<file path="config.mk">
export PLATFORM = sky130hd
export DESIGN_NAME = ife_endec
export DESIGN_NICKNAME = d
export VERILOG_FILES = /design/src/verilog/ife_pkg.sv /design/src/verilog/ife_endec.sv /design/src/verilog/ife_tick_gen.sv
export SDC_FILE = /design/constraint.sdc
export NUM_CORES = 1
export LEC_CHECK = 0
export BUFFER_PORTS_ARGS = -buffer_cell sky130_fd_sc_hd__buf_2
export CORE_MARGIN = 3
export CORE_UTILIZATION = 35
export DETAILED_ROUTE_END_ITERATION = 6
export GPL_TIMING_DRIVEN = 1
export SLEW_MARGIN = 0
export SYNTH_ARGS = -nofsm -noshare
export SYNTH_HDL_FRONTEND = slang
export SYNTH_SLANG_ARGS = --single-unit
</file>
<file path="constraint.sdc">
create_clock -name sys_clk -period 8.6 [get_ports sys_clk]
set_input_delay 0.86 -clock sys_clk [delete_from_list [all_inputs] [get_ports sys_clk]]
set_output_delay 0.86 -clock sys_clk [all_outputs]
set_load 0.02 [all_outputs]
</file>
<file path="src/verilog/ife_pkg.sv">
// Constants, types and rate table shared by the infrared four-position endec.
package ife_pkg;

  // ****************************************************************
  // Clock and chip timing
  // ****************************************************************
  localparam int CLK_HZ = 250_000_000;
  localparam int CLK_MHZ = 250;
  localparam int CHIP_NS = 125;
  localparam int CHIP_CYC = CHIP_NS * CLK_MHZ / 1000;
  localparam logic [5:0] CHIP_END = 6'(CHIP_CYC - 1);
  localparam logic [5:0] CHIP_HALF = 6'(CHIP_CYC / 2);
  localparam int SYM_CHIPS = 4;
  localparam logic [1:0] SYM_TOP = 2'(SYM_CHIPS - 1);

  // ****************************************************************
  // Preamble
  // ****************************************************************
  localparam int PRE_BITS = 16;
  localparam int PRE_REPS = 16;
  localparam logic [15:0] PREAMBLE_PAT = 16'h80a8;
  localparam logic [3:0] PRE_TOP = 4'(PRE_BITS - 1);
  localparam logic [7:0] PRE_LAST = 8'(PRE_BITS * PRE_REPS - 1);

  // ****************************************************************
  // Return-to-zero pulse shaping, in ticks of the oversampling strobe
  // ****************************************************************
  localparam int SIR_OVS = 16;
  localparam int SIR_PULSE = 3;
  localparam int SIR_STRETCH = 16;
  localparam int MIR_OVS = 4;
  localparam int MIR_PULSE = 1;
  localparam int MIR_STRETCH = 4;

  // ****************************************************************
  // Turnaround
  // ****************************************************************
  localparam int TURN_NS = 1000;
  localparam int TURN_CYC = (TURN_NS * CLK_MHZ + 999) / 1000;
  localparam int LATENCY_MS = 10;

  // ****************************************************************
  // Rates
  // ****************************************************************
  localparam int BPS_9K6 = 9600;
  localparam int BPS_19K2 = 19200;
  localparam int BPS_38K4 = 38400;
  localparam int BPS_57K6 = 57600;
  localparam int BPS_115K2 = 115200;
  localparam int BPS_576K = 576000;
  localparam int BPS_1M152 = 1152000;
  localparam int CHIP_HZ = 8_000_000;

  typedef enum logic [2:0] {
    RATE_9K6 = 3'h0, RATE_19K2 = 3'h1, RATE_38K4 = 3'h2, RATE_57K6 = 3'h3,
    RATE_115K2 = 3'h4, RATE_576K = 3'h5, RATE_1M152 = 3'h6, RATE_4M = 3'h7
  } ife_rate_e;

  localparam logic [7:0] CAPS_BASE = 8'h01;
  localparam logic [7:0] CAPS_LOW_POWER = 8'h1f;
  localparam logic [7:0] CAPS_ALL = 8'hff;

  typedef enum logic [2:0] {
    TX_IDLE = 3'h1, TX_PRE = 3'h2, TX_DATA = 3'h4
  } ife_tx_e;

  typedef enum logic [3:0] {
    RX_HUNT = 4'h1, RX_PRE = 4'h2, RX_DATA = 4'h4, RX_FLUSH = 4'h8
  } ife_rx_e;

  // Tick rate per line rate: 16x bit rate, 4x bit rate, or the chip rate.
  function automatic logic [31:0] ife_rate_step(ife_rate_e r);
    case (r)
      RATE_9K6: return 32'(SIR_OVS * BPS_9K6);
      RATE_19K2: return 32'(SIR_OVS * BPS_19K2);
      RATE_38K4: return 32'(SIR_OVS * BPS_38K4);
      RATE_57K6: return 32'(SIR_OVS * BPS_57K6);
      RATE_115K2: return 32'(SIR_OVS * BPS_115K2);
      RATE_576K: return 32'(MIR_OVS * BPS_576K);
      RATE_1M152: return 32'(MIR_OVS * BPS_1M152);
      default: return 32'(CHIP_HZ);
    endcase
  endfunction : ife_rate_step

endpackage : ife_pkg

</file>
<file path="src/verilog/ife_endec.sv">
// Infrared endec: rate negotiation, return-to-zero and four-position codecs.
// Behaviour
// - Links start at base rate, rise after both agree
// - Base rate is always an allowed rate
// - Highest rate uses pulse position coding
// - Two bits form one four-chip symbol
// - One pulse per symbol, position from pair
// - Decoder recovers pair from pulse position
// - Send sixteen repeats of preamble first
// - Receiver locks on preamble before decoding
// - Rate selects return-to-zero or position coding
// - Receiver ready well within latency after sending
// - Old low-power option caps rate at 115k
// - Zero bits are short pulses at slow rates
// - Three-tick transmit pulse, sixteen-tick receive stretch
// - Intermediate rates use quarter-bit pulses
// - Half duplex: receiver ignored while sending
`timescale 1ns/100ps
module ife_endec
  import ife_pkg::*;
#(
  parameter logic [7:0] LOCAL_CAPS = 8'hff
) (
  input wire logic sys_clk,
  input wire logic sys_rst,
  input wire logic tx_valid,
  input wire logic [1:0] tx_data,
  output logic tx_ready,
  output logic tx_busy,
  output logic ir_txd,
  input wire logic ir_rxd,
  output logic rx_uart,
  output logic rx_valid,
  output logic [1:0] rx_data,
  output logic rx_err,
  output logic rx_locked,
  output logic link_busy,
  input wire ife_rate_e rate_req,
  input wire logic rate_commit,
  input wire logic peer_supports,
  input wire logic link_restart,
  input wire logic low_power_v12,
  output ife_rate_e cur_rate,
  output logic ppm_mode
);

  // ****************************************************************
  // Pin synchroniser and mode decode
  // ****************************************************************
  logic rxd_meta, rxd_s, rxd_d, rx_edge;
  logic tick, tick_restart, sir_mode, rx_enabled;
  logic [4:0] bit_last, pulse_w, stretch_len;

  always_ff @(posedge sys_clk or posedge sys_rst) begin
    if (sys_rst) begin
      rxd_meta <= 1'b0;
      rxd_s <= 1'b0;
      rxd_d <= 1'b0;
    end else begin
      rxd_meta <= ir_rxd;
      rxd_s <= rxd_meta;
      rxd_d <= rxd_s;
    end
  end

  assign rx_edge = rxd_s & ~rxd_d;
  assign ppm_mode = (cur_rate == RATE_4M);
  assign sir_mode = (cur_rate <= RATE_115K2);
  assign bit_last = ppm_mode ? 5'(SYM_CHIPS - 1) : sir_mode ? 5'(SIR_OVS - 1) : 5'(MIR_OVS - 1);
  assign pulse_w = sir_mode ? 5'(SIR_PULSE) : 5'(MIR_PULSE);
  assign stretch_len = sir_mode ? 5'(SIR_STRETCH) : 5'(MIR_STRETCH);

  // Tick is the chip strobe at the highest rate, else the oversampling strobe.
  ife_tick_gen u_tick (
    .sys_clk(sys_clk),
    .sys_rst(sys_rst),
    .restart(tick_restart),
    .step(ife_rate_step(cur_rate)),
    .tick(tick)
  );

  // ****************************************************************
  // Rate negotiation
  // ****************************************************************
  ife_rate_e next_rate;
  logic [7:0] caps_eff;
  logic rate_take;

  always_comb begin
    caps_eff = (LOCAL_CAPS | CAPS_BASE) & (low_power_v12 ? CAPS_LOW_POWER : CAPS_ALL);
    rate_take = rate_commit && peer_supports && caps_eff[rate_req] && !link_busy;
    next_rate = cur_rate;
    if (link_restart) begin
      next_rate = RATE_9K6;
    end else if (rate_take) begin
      next_rate = rate_req;
    end
  end

  always_ff @(posedge sys_clk or posedge sys_rst) begin
    if (sys_rst) begin
      cur_rate <= RATE_9K6;
    end else begin
      cur_rate <= next_rate;
    end
  end

  // ****************************************************************
  // Transmitter
  // ****************************************************************
  ife_tx_e tx_st, next_tx_st;
  logic [4:0] tx_tcnt, next_tcnt;
  logic [7:0] pre_idx, next_pre;
  logic [1:0] tx_pair, next_pair;
  logic [3:0] tx_sym, next_sym;
  logic [8:0] blank, next_blank;
  logic next_txd, load;

  always_comb begin
    next_tx_st = tx_st;
    next_tcnt = tx_tcnt;
    next_pre = pre_idx;
    next_pair = tx_pair;
    next_blank = (blank != 9'h0) ? 9'(blank - 9'h1) : 9'h0;
    tx_ready = 1'b0;
    load = 1'b0;
    case (tx_st)
      TX_IDLE: begin
        if (tx_valid && !link_busy && blank == 9'h0) begin
          next_tx_st = ppm_mode ? TX_PRE : TX_DATA;
          next_pre = 8'h0;
          next_tcnt = bit_last;
          next_pair = 2'h3;
        end
      end
      TX_PRE: begin
        if (tick) begin
          if (pre_idx == PRE_LAST) begin
            next_tx_st = TX_DATA;
            load = 1'b1;
          end else begin
            next_pre = 8'(pre_idx + 8'h1);
          end
        end
      end
      TX_DATA: begin
        if (tick) begin
          if (tx_tcnt == bit_last) begin
            load = 1'b1;
          end else begin
            next_tcnt = 5'(tx_tcnt + 5'h1);
          end
        end
      end
      default: begin
        next_tx_st = TX_IDLE;
      end
    endcase
    if (load) begin
      next_tcnt = 5'h0;
      if (tx_valid) begin
        tx_ready = 1'b1;
        next_pair = tx_data;
      end else begin
        next_tx_st = TX_IDLE;
        next_blank = 9'(TURN_CYC);
      end
    end
    tx_sym = 4'(4'h8 >> tx_pair);
    next_sym = 4'(4'h8 >> next_pair);
    case (next_tx_st)
      TX_PRE: next_txd = PREAMBLE_PAT[PRE_TOP - next_pre[3:0]];
      TX_DATA: next_txd = ppm_mode ? next_sym[SYM_TOP - next_tcnt[1:0]]
                                   : (!next_pair[0] && next_tcnt < pulse_w);
      default: next_txd = 1'b0;
    endcase
  end

  assign tick_restart = (tx_st == TX_IDLE) && (next_tx_st != TX_IDLE);
  assign tx_busy = (tx_st != TX_IDLE);
  assign rx_enabled = (tx_st == TX_IDLE) && (blank == 9'h0);

  always_ff @(posedge sys_clk or posedge sys_rst) begin
    if (sys_rst) begin
      tx_st <= TX_IDLE;
      tx_tcnt <= 5'h0;
      pre_idx <= 8'h0;
      tx_pair <= 2'h3;
      blank <= 9'h0;
      ir_txd <= 1'b0;
    end else begin
      tx_st <= next_tx_st;
      tx_tcnt <= next_tcnt;
      pre_idx <= next_pre;
      tx_pair <= next_pair;
      blank <= next_blank;
      ir_txd <= next_txd;
    end
  end

  // ****************************************************************
  // Receivers: pulse stretcher and four-position decoder
  // ****************************************************************
  ife_rx_e rx_st, next_rx_st;
  logic [4:0] stretch, next_stretch;
  logic [5:0] rx_cnt, next_cnt;
  logic [15:0] rx_chips, next_chips, win;
  logic [1:0] sph, next_sph, grp, next_grp, fcnt, next_fcnt;
  logic rx_seen, next_seen, chip_end, chip_val;
  logic next_rx_valid, next_rx_err;
  logic [1:0] next_rx_data;
  logic [2:0] dec_old, dec_top, dec_low;

  // Returns {legal, pair} for a four-chip symbol.
  function automatic logic [2:0] ife_decode(logic [3:0] c);
    case (c)
      4'h8: return 3'h4;
      4'h4: return 3'h5;
      4'h2: return 3'h6;
      4'h1: return 3'h7;
      default: return 3'h0;
    endcase
  endfunction : ife_decode

  always_comb begin
    next_stretch = stretch;
    if (!ppm_mode && rx_enabled && rx_edge && stretch == 5'h0) begin
      next_stretch = stretch_len;
    end else if (stretch != 5'h0 && tick) begin
      next_stretch = 5'(stretch - 5'h1);
    end
    next_rx_st = rx_st;
    next_cnt = rx_cnt;
    next_seen = rx_seen;
    next_chips = rx_chips;
    next_sph = sph;
    next_grp = grp;
    next_fcnt = fcnt;
    next_rx_valid = 1'b0;
    next_rx_err = 1'b0;
    next_rx_data = rx_data;
    chip_end = 1'b0;
    chip_val = 1'b0;
    win = {rx_chips[14:0], 1'b0};
    dec_old = ife_decode(rx_chips[15:12]);
    dec_top = 3'h0;
    dec_low = 3'h0;
    if (!(ppm_mode && rx_enabled)) begin
      next_rx_st = RX_HUNT;
      next_cnt = 6'h0;
      next_seen = 1'b0;
    end else if (rx_st == RX_FLUSH) begin
      {next_rx_valid, next_rx_data} = dec_old;
      next_rx_err = !dec_old[2];
      next_chips = {rx_chips[11:0], 4'h0};
      next_fcnt = 2'(fcnt - 2'h1);
      if (fcnt == 2'h0) begin
        next_rx_st = RX_HUNT;
      end
    end else begin
      // Each pulse realigns the chip timer, so drift builds over at most the seven empty chips of the preamble.
      if (rx_edge) begin
        if (rx_cnt > CHIP_HALF) begin
          chip_end = 1'b1;
          chip_val = rx_seen;
        end
        next_seen = 1'b1;
        next_cnt = 6'h1;
      end else if (rx_cnt == CHIP_END) begin
        chip_end = 1'b1;
        chip_val = rx_seen;
        next_seen = 1'b0;
        next_cnt = 6'h0;
      end else begin
        next_cnt = 6'(rx_cnt + 6'h1);
      end
      if (chip_end) begin
        win = {rx_chips[14:0], chip_val};
        next_chips = win;
        dec_top = ife_decode(win[15:12]);
        dec_low = ife_decode(win[3:0]);
        next_sph = 2'(sph + 2'h1);
        case (rx_st)
          RX_HUNT: begin
            if (win == PREAMBLE_PAT) begin
              next_rx_st = RX_PRE;
              next_sph = 2'h0;
              next_grp = 2'h0;
            end
          end
          RX_PRE, RX_DATA: begin
            if (sph == SYM_TOP) begin
              next_grp = 2'(grp + 2'h1);
              if (rx_st == RX_DATA || (grp == SYM_TOP && win != PREAMBLE_PAT)) begin
                next_rx_st = RX_DATA;
                if (win[3:0] == 4'h0) begin
                  next_rx_st = RX_FLUSH;
                  next_fcnt = 2'h2;
                end else if (!dec_low[2]) begin
                  next_rx_err = 1'b1;
                  next_rx_st = RX_HUNT;
                end else begin
                  {next_rx_valid, next_rx_data} = dec_top;
                  next_rx_err = !dec_top[2];
                  if (next_rx_err) begin
                    next_rx_st = RX_HUNT;
                  end
                end
              end
            end
          end
          default: begin
            next_rx_st = RX_HUNT;
          end
        endcase
      end
    end
  end

  assign rx_locked = (rx_st != RX_HUNT);
  assign link_busy = rx_locked || (stretch != 5'h0);

  always_ff @(posedge sys_clk or posedge sys_rst) begin
    if (sys_rst) begin
      stretch <= 5'h0;
      rx_uart <= 1'b1;
      rx_st <= RX_HUNT;
      rx_cnt <= 6'h0;
      rx_seen <= 1'b0;
      rx_chips <= 16'h0;
      sph <= 2'h0;
      grp <= 2'h0;
      fcnt <= 2'h0;
      rx_valid <= 1'b0;
      rx_err <= 1'b0;
      rx_data <= 2'h0;
    end else begin
      stretch <= next_stretch;
      rx_uart <= (next_stretch == 5'h0);
      rx_st <= next_rx_st;
      rx_cnt <= next_cnt;
      rx_seen <= next_seen;
      rx_chips <= next_chips;
      sph <= next_sph;
      grp <= next_grp;
      fcnt <= next_fcnt;
      rx_valid <= next_rx_valid;
      rx_err <= next_rx_err;
      rx_data <= next_rx_data;
    end
  end

  // ****************************************************************
  // Assertions
  // ****************************************************************
  localparam logic [7:0] SYM_MIN_GAP = 8'(SYM_CHIPS * CHIP_CYC - 4);
  logic [7:0] rdy_gap;
  logic [4:0] low_ticks;
  logic in_pre;

  assign in_pre = (tx_st == TX_PRE);

  always_ff @(posedge sys_clk or posedge sys_rst) begin
    if (sys_rst) begin
      rdy_gap <= 8'hff;
      low_ticks <= 5'h0;
    end else begin
      rdy_gap <= tx_ready ? 8'h0 : (rdy_gap == 8'hff ? rdy_gap : 8'(rdy_gap + 8'h1));
      low_ticks <= rx_uart ? 5'h0 : 5'(low_ticks + {4'h0, tick});
    end
  end
endmodule : ife_endec

</file>
<file path="src/verilog/ife_tick_gen.sv">
// Fractional divider that turns the device clock into a one-cycle tick.
`timescale 1ns/100ps
module ife_tick_gen
  import ife_pkg::*;
#(
  parameter logic [31:0] MODULUS = 32'(CLK_HZ)
) (
  input wire logic sys_clk,
  input wire logic sys_rst,
  input wire logic restart,
  input wire logic [31:0] step,
  output logic tick
);

  logic [31:0] acc;
  logic [31:0] next_acc;
  logic next_tick;
  logic [32:0] sum;

  // ****************************************************************
  // Phase accumulator
  // ****************************************************************
  always_comb begin
    sum = {1'b0, acc} + {1'b0, step};
    next_tick = 1'b0;
    next_acc = sum[31:0];
    if (restart) begin
      next_acc = 32'h0;
    end else if (sum >= {1'b0, MODULUS}) begin
      next_acc = 32'(sum - {1'b0, MODULUS});
      next_tick = 1'b1;
    end
  end

  always_ff @(posedge sys_clk or posedge sys_rst) begin
    if (sys_rst) begin
      acc <= 32'h0;
      tick <= 1'b0;
    end else begin
      acc <= next_acc;
      tick <= next_tick;
    end
  end

endmodule : ife_tick_gen
</file>
[Word-level counts from Yosys, hierarchy flattened]
Memory sizes are Yosys's and may differ from the RTL's.
Cells that the tools add are included.
Widths: inputs -> output; s select.
Storage, ports and cells
  register bits after elaboration: 110
  memory bits (read-only): 16
  input bits: 13
  output and inout bits: 14
  logic and storage cells: 272
  memories: 1
Memory list
  (no name shown): words 16, width 1, read ports 1, clocked after Yosys merged registers in 0, write ports 0, RTL line ife_endec.sv:172  | TX_PRE: next_txd = PREAMBLE_PAT[PRE_TOP - next_pre[3:0]];
Operators by class
  $add $sub $neg: 12
  order comparisons: 7
  equal/unequal tests: 51
  shifts and indexed selects: 1
  multiplexer cells: 125
  bitwise operators: 3
  reductions and logical operators: 47
Operators by type and width (count)
  $pmux 23 s7: 1
  $mux 32: 2
  $mux 3: 16
  $mux 2: 22
  $mux 1: 42
  $mux 4: 10
  $pmux 3 s4: 3
  $mux 5: 7
  $add 32x23->33: 1
  $ge 33x28->1 const B: 1
  $mux 16: 2
  $mux 8: 4
  $sub 32x28->32 const B: 1
  $mux 9: 3
  $mux 6: 4
  $eq 3x3->1 const B: 6
  $reduce_bool 2->1: 9
  $eq 16x16->1 const B: 1
  $eq 4x1->1 const B: 4
  $eq 4x2->1 const B: 4
  $eq 4x3->1 const B: 4
  $eq 4x4->1 const B: 4
  $ne 16x16->1 const B: 1
  $pmux 8 s2: 1
  54 further kinds: 93

[Depth between registers and ports, before layout]
  word-level depth: 18
  mapped depth: 19
  gate-level depth less buffers: 15

[By module]
Synthesis repeated with hierarchy kept, for this count alone.
Unflattened totals
  cells, all modules: 1012
  area, all modules: 8799.7 um2
Modules (own cells, without submodules)
  ife_endec: times used 1, cells an instance 512, area each 4755.8 um2, sequential area each 1933.1 um2
  ife_tick_gen: times used 1, cells an instance 500, area each 4043.9 um2, sequential area each 825.8 um2

[Worst setup path after synthesis]
No wires, ideal clock.
  kind: reg2reg
  start point: register cur_rate[1]
  end point: register u_tick.acc[21]
  library setup time: 0.078 ns
  arrival time: 4.148 ns
  data required time: 8.522 ns
  path slack: 4.374 ns
  cell stages (with the launch flop): 19
  path buffers: 3
  period minus slack after synthesis: 4.226 ns
  cells stage by stage: dfrtp_1 clkbuf_1 nand2_1 inv_1 nand2_1 inv_1 ha_1 ha_1 or4bb_1 nor3_1 mux2_2 nand4_1 a2111o_1 or3_1 and3_1 buf_6 buf_6 or4_1 a21oi_1
On the way
  word-level cells in the longest chain between the ends: 11
  elaborated cells on any way between the ends: 28
  those cells by class: 2 x add/sub; 2 x order compare; 9 x eq/ne; 13 x mux; 2 x reduce/logical
RTL lines
  from (decl): RTL line ife_endec.sv:43  | output ife_rate_e cur_rate,
  from (signal assigned): RTL line ife_endec.sv:104  | cur_rate <= next_rate;
  parallel branches: the longest is 10 deep, another holds $add 32x23->33
  $mux 32 *: RTL line ife_tick_gen.sv:27  | if (restart) begin
  net u_tick.next_acc[21]: RTL line ife_tick_gen.sv:16  | logic [31:0] next_acc;
  to (signal assigned): RTL line ife_tick_gen.sv:40  | acc <= next_acc;
  to (decl): RTL line ife_tick_gen.sv:15  | logic [31:0] acc;
Mark *: on every way through the listed nets, which the timed path passes.
A chain may end at the register's enable or synchronous reset.

[Worst setup path in the final report]
  start point: register cur_rate[1]
  end point: register u_tick.acc[23]
The elaborated chain is that of the path after synthesis.

==> summary.txt <==
Status
  • Status: completed

Cells and area
  • Post-route insts no fill: ~1100
  • Fin nets: a little under 900
  • P&R area growth vs syn: 8.99%
  • Ant diodes: 0
  • Share of cells above drive strength 1: 10.3%

Setup path
  • Worst flop-to-flop path startpoint: cur_rate[1]
  • Largest stage delay, worst path: 0.80 ns
  • Critical path peak fanout: 25
  • Reg2Reg Capture Point: u_tick.acc[23]
  • CP Capture Type: register
  • CP Launch Type: register
  • Reg2Reg Depth: 11
  • Critical path class: register to register
  • Arrival @ worst endpoint: ~5.1 ns
  • Cell Chain, Critical Path: o21ai_0 -> nand2_1 -> ha_1 -> a21oi_1 -> o21ai_1 -> a221oi_1 -> o211ai_1 -> a2111oi_1 -> and3_1 -> nor2_1 -> a31o_2
  • R2R Setup Slk: roughly 3.7 ns
  • Crit. Startpoint: cur_rate[1]
  • WP data required: about 9 ns
  • Slowest CP cell: and3_1

Synthesis
  • Post-synth EDFFs: 0
  • Post-Syn Nets: between 800 and 900
  • Cells after Synth: between 800 and 900
  • Yosys cell types: 74
  • Most used flip-flop cell after synthesis: dfrtp_1
  • Cell Area, Synth: about 7100 um2
  • FF+latch count, synth: between 100 and 150
  • Asr flop ratio synth: between 90% and 100%
  • Mean Syn Cell Area: roughly 8.4 um2
  • Synth warn: 0
  • Seq/Total Area, Yosys: 36.3%

Power
  • Pwr/cell area: approximately 260 nW/um2
  • Power, Total: just over 2 mW
  • Combinational Power Share: about half
  • Sequential power share: between 30% and 40%
  • Sw Ratio: 42.6%
  • Clock power share: around 20%
  • P_sw: 0.863 mW
  • Total internal power: about 1.2 mW
  • Max IR drop VDD: slightly below 0.1 mV
  • Leakage: ~3.3 nW

Place
  • GPL Wtd Cong: between 0.8 and 0.9
  • Post-DP HPWL: between 10 and 15 mm
  • Placed insts: 1109
  • Port bufs: 26
  • Dpl ws: between 3 and 4 ns

Drt
  • Via count: roughly 6200
  • Initial DRC Count: 453
  • Highest Signal Layer: met5
  • Post-route DRC: 0
  • Post-detailed-route count of antenna-violating nets: 0
  • DRT Wirelength: approximately 17 mm
  • WL/cell: about 15 um
  • M1 WL: 8.92 mm
  • Wire length on met3: 665 um
  • WL met2: roughly 7.6 mm
  • Vias per inst: roughly 5.5
  • Drt pass-1 iters: 5

GRT
  • Largest net degree at the start of global routing: between 70 and 80
  • Initial antenna violation count: 1
  • First-pass GRT wire length: roughly 29 mm
  • Total congestion overflow: 0
  • GRT Overall Usage: between 10% and 20%
  • Vias in the first global route: 5623

STA
  • RSZ-0062 raised after global routing: false
  • Hold Slack: 0.355 ns
  • Worst-margin pin slew: approximately 0.94 ns
  • Final Hold Viols: 0
  • Worst Slack Setup Final: 3.72 ns
  • Layout Skew: approximately 0.0095 ns
  • Max-slew violations: 0
  • Peak Freq: approximately 0.20 GHz
  • Final period util: 56.7%
  • # setup viols final: 0
  • Slew headroom: 37.2%
  • Final min period: just under 5 ns
  • Setup TNS: 0 ns

Hold path
  • Hold Path Sink: rxd_s
  • Hold depth: 0
  • HP Start: rxd_meta
  • Hold Path Class: register to register

Clock network
  • Worst-path clk slew: roughly 0.07 ns
  • H-tree levels: 3
  • Clk sinks: 103
  • CTS max path bufs: 2
  • Clock Latency Late Sink: approximately 0.36 ns
  • CTS Hold Bufs: 0
  • Setup bufs post-CTS: 0
  • Root Buffer: clkbuf_16
  • CTS resizes: 0
  • CTS tree: built
  • Number of buffers created by CTS: 9

Floorplan
  • DIE WIDTH: around 150 um
  • Initial cell density of the core: between 30% and 40%
  • Die area: 22100 um2
  • Die Ht: about 150 um
  • Core box area: 19700 um2
  • I/O Pins: 27
  • Row count: between 50 and 60

Flow run
  • Max cap viols: 0
## synth_stat cells (6+ instances only)
cell type / number / area share, %
ha_1: 27 / 4.8
xor2_1: 23 / 2.8
clkbuf_1: 25 / 1.3
xnor2_1: 21 / 2.6
o31ai_1: 10 / 1.1
mux2_2: 10 / 1.6
nand4_1: 14 / 1.2
mux2i_1: 10 / 1.4
buf_2: 10 / 0.70
and3_1: 11 / 0.97
nor3_1: 28 / 2.0
inv_1: 41 / 2.2
nor2b_1: 8 / 0.70
o211ai_1: 7 / 0.74
or2_2: 6 / 0.53
o21ai_0: 62 / 4.4
and2_1: 14 / 1.2
o21a_1: 7 / 0.74
a21oi_1: 45 / 3.2
a31oi_1: 18 / 1.6
nand3_1: 21 / 1.5
or3_1: 7 / 0.62
a211oi_1: 6 / 0.63
or4_1: 11 / 1.2
dfrtp_1: 98 / 34
nor4_1: 10 / 0.88
nor2_1: 94 / 5.0
nand2_1: 99 / 5.2
## per-layer routing
layer	global-route usage [%]	vias up
li1	-	3093
met5	0	-
met2	24.1	112
met1	23.4	2983
met3	3.05	22
met4	4.53	2
## how the worst max path moves through the flow
stage / end / depth (start not counted)
2_1_floorplan: u_tick.acc[21] / 18
3_3_place_gp: u_tick.acc[10] / 11
3_5_place_dp: u_tick.acc[8] / 11
4_1_cts: u_tick.acc[8] / 11
5_1_grt: u_tick.acc[8] / 11
6_report: u_tick.acc[23] / 11
## layout make-up
type                    instances  area (um2)
clock inverters                 6        55.1
inverters                      41         156
well taps                     265         332
clock buffers                  10         239
repair buffers                 32         175
multi-input cells             668        4210
fillers                      2009       12000
flip-flops and latches        103        2580
## sequential cells by signal (all words and copies together) (netlist names)
register and flops:
u_tick.tick 1, tx_pair 2, fcnt 2, rx_chips 16, rx_valid 1, tx_st 3, cur_rate 3, rx_uart 1
stretch 5, grp 2, rx_cnt 6, ir_txd 1, blank 9, rxd_d 1, sph 2, rx_seen 1
u_tick.acc 25, rx_data 2, tx_tcnt 5, rxd_s 1, pre_idx 8, rx_err 1, rx_st 4, rxd_meta 1
## power by group through the flow
stage | registers (mW) | clock network (mW) | logic [mW]
after global routing | 0.623 | 0.447 | 1.10
after floorplan | 0.596 | 0 | 0.794
after detailed placement | 0.624 | 0 | 0.972
after global placement | 0.626 | 0 | 0.968
after CTS | 0.615 | 0.427 | 0.980
final | 0.616 | 0.414 | 0.995
## cell families (layout without fill, tap and decap cells)
| group | Yosys count | count (layout) | synth area share [%] |
|---|---|---|---|
| adders and majority gates | 29 | 29 | 5.03 |
| muxes | 20 | 20 | 2.99 |
| AOI/OAI and AO/OA | 222 | 222 | 21.2 |
| DFF | 103 | 103 | 36.3 |
| xor gates and xnor gates | 44 | 44 | 5.42 |
| and+or+nand+nor | 353 | 353 | 24.4 |
| buffers and inverters | 79 | 89 | 4.56 |
## layout by cell type, fill, tap and decap left out, drive strengths merged, types with 23 or more instances in the layout
master	netlist	final
buf	13	32
inv	41	46
nor2	94	94
ha	27	27
nand2	99	99
nor3	28	28
a21oi	49	49
xor2	23	23
o21ai	65	65
dfrtp	98	98
## per-stage QoR
stage,area (um2),util (%)
floorplan,7110,-
global route,7750,39.3
detailed placement,7460,37.8
global placement,7460,37.8
CTS,7750,39.3
finish,7750,39.3
## worst max-delay path, delay by kind of cell (launching register included)
kind | cells | cell delay [ns]
fa+ha+maj | 1 | 0.42
simple gates | 3 | 1.11
flops | 1 | 0.53
compound gates | 7 | 2.71
Note: power is estimated with default switching activity, not from simulation.
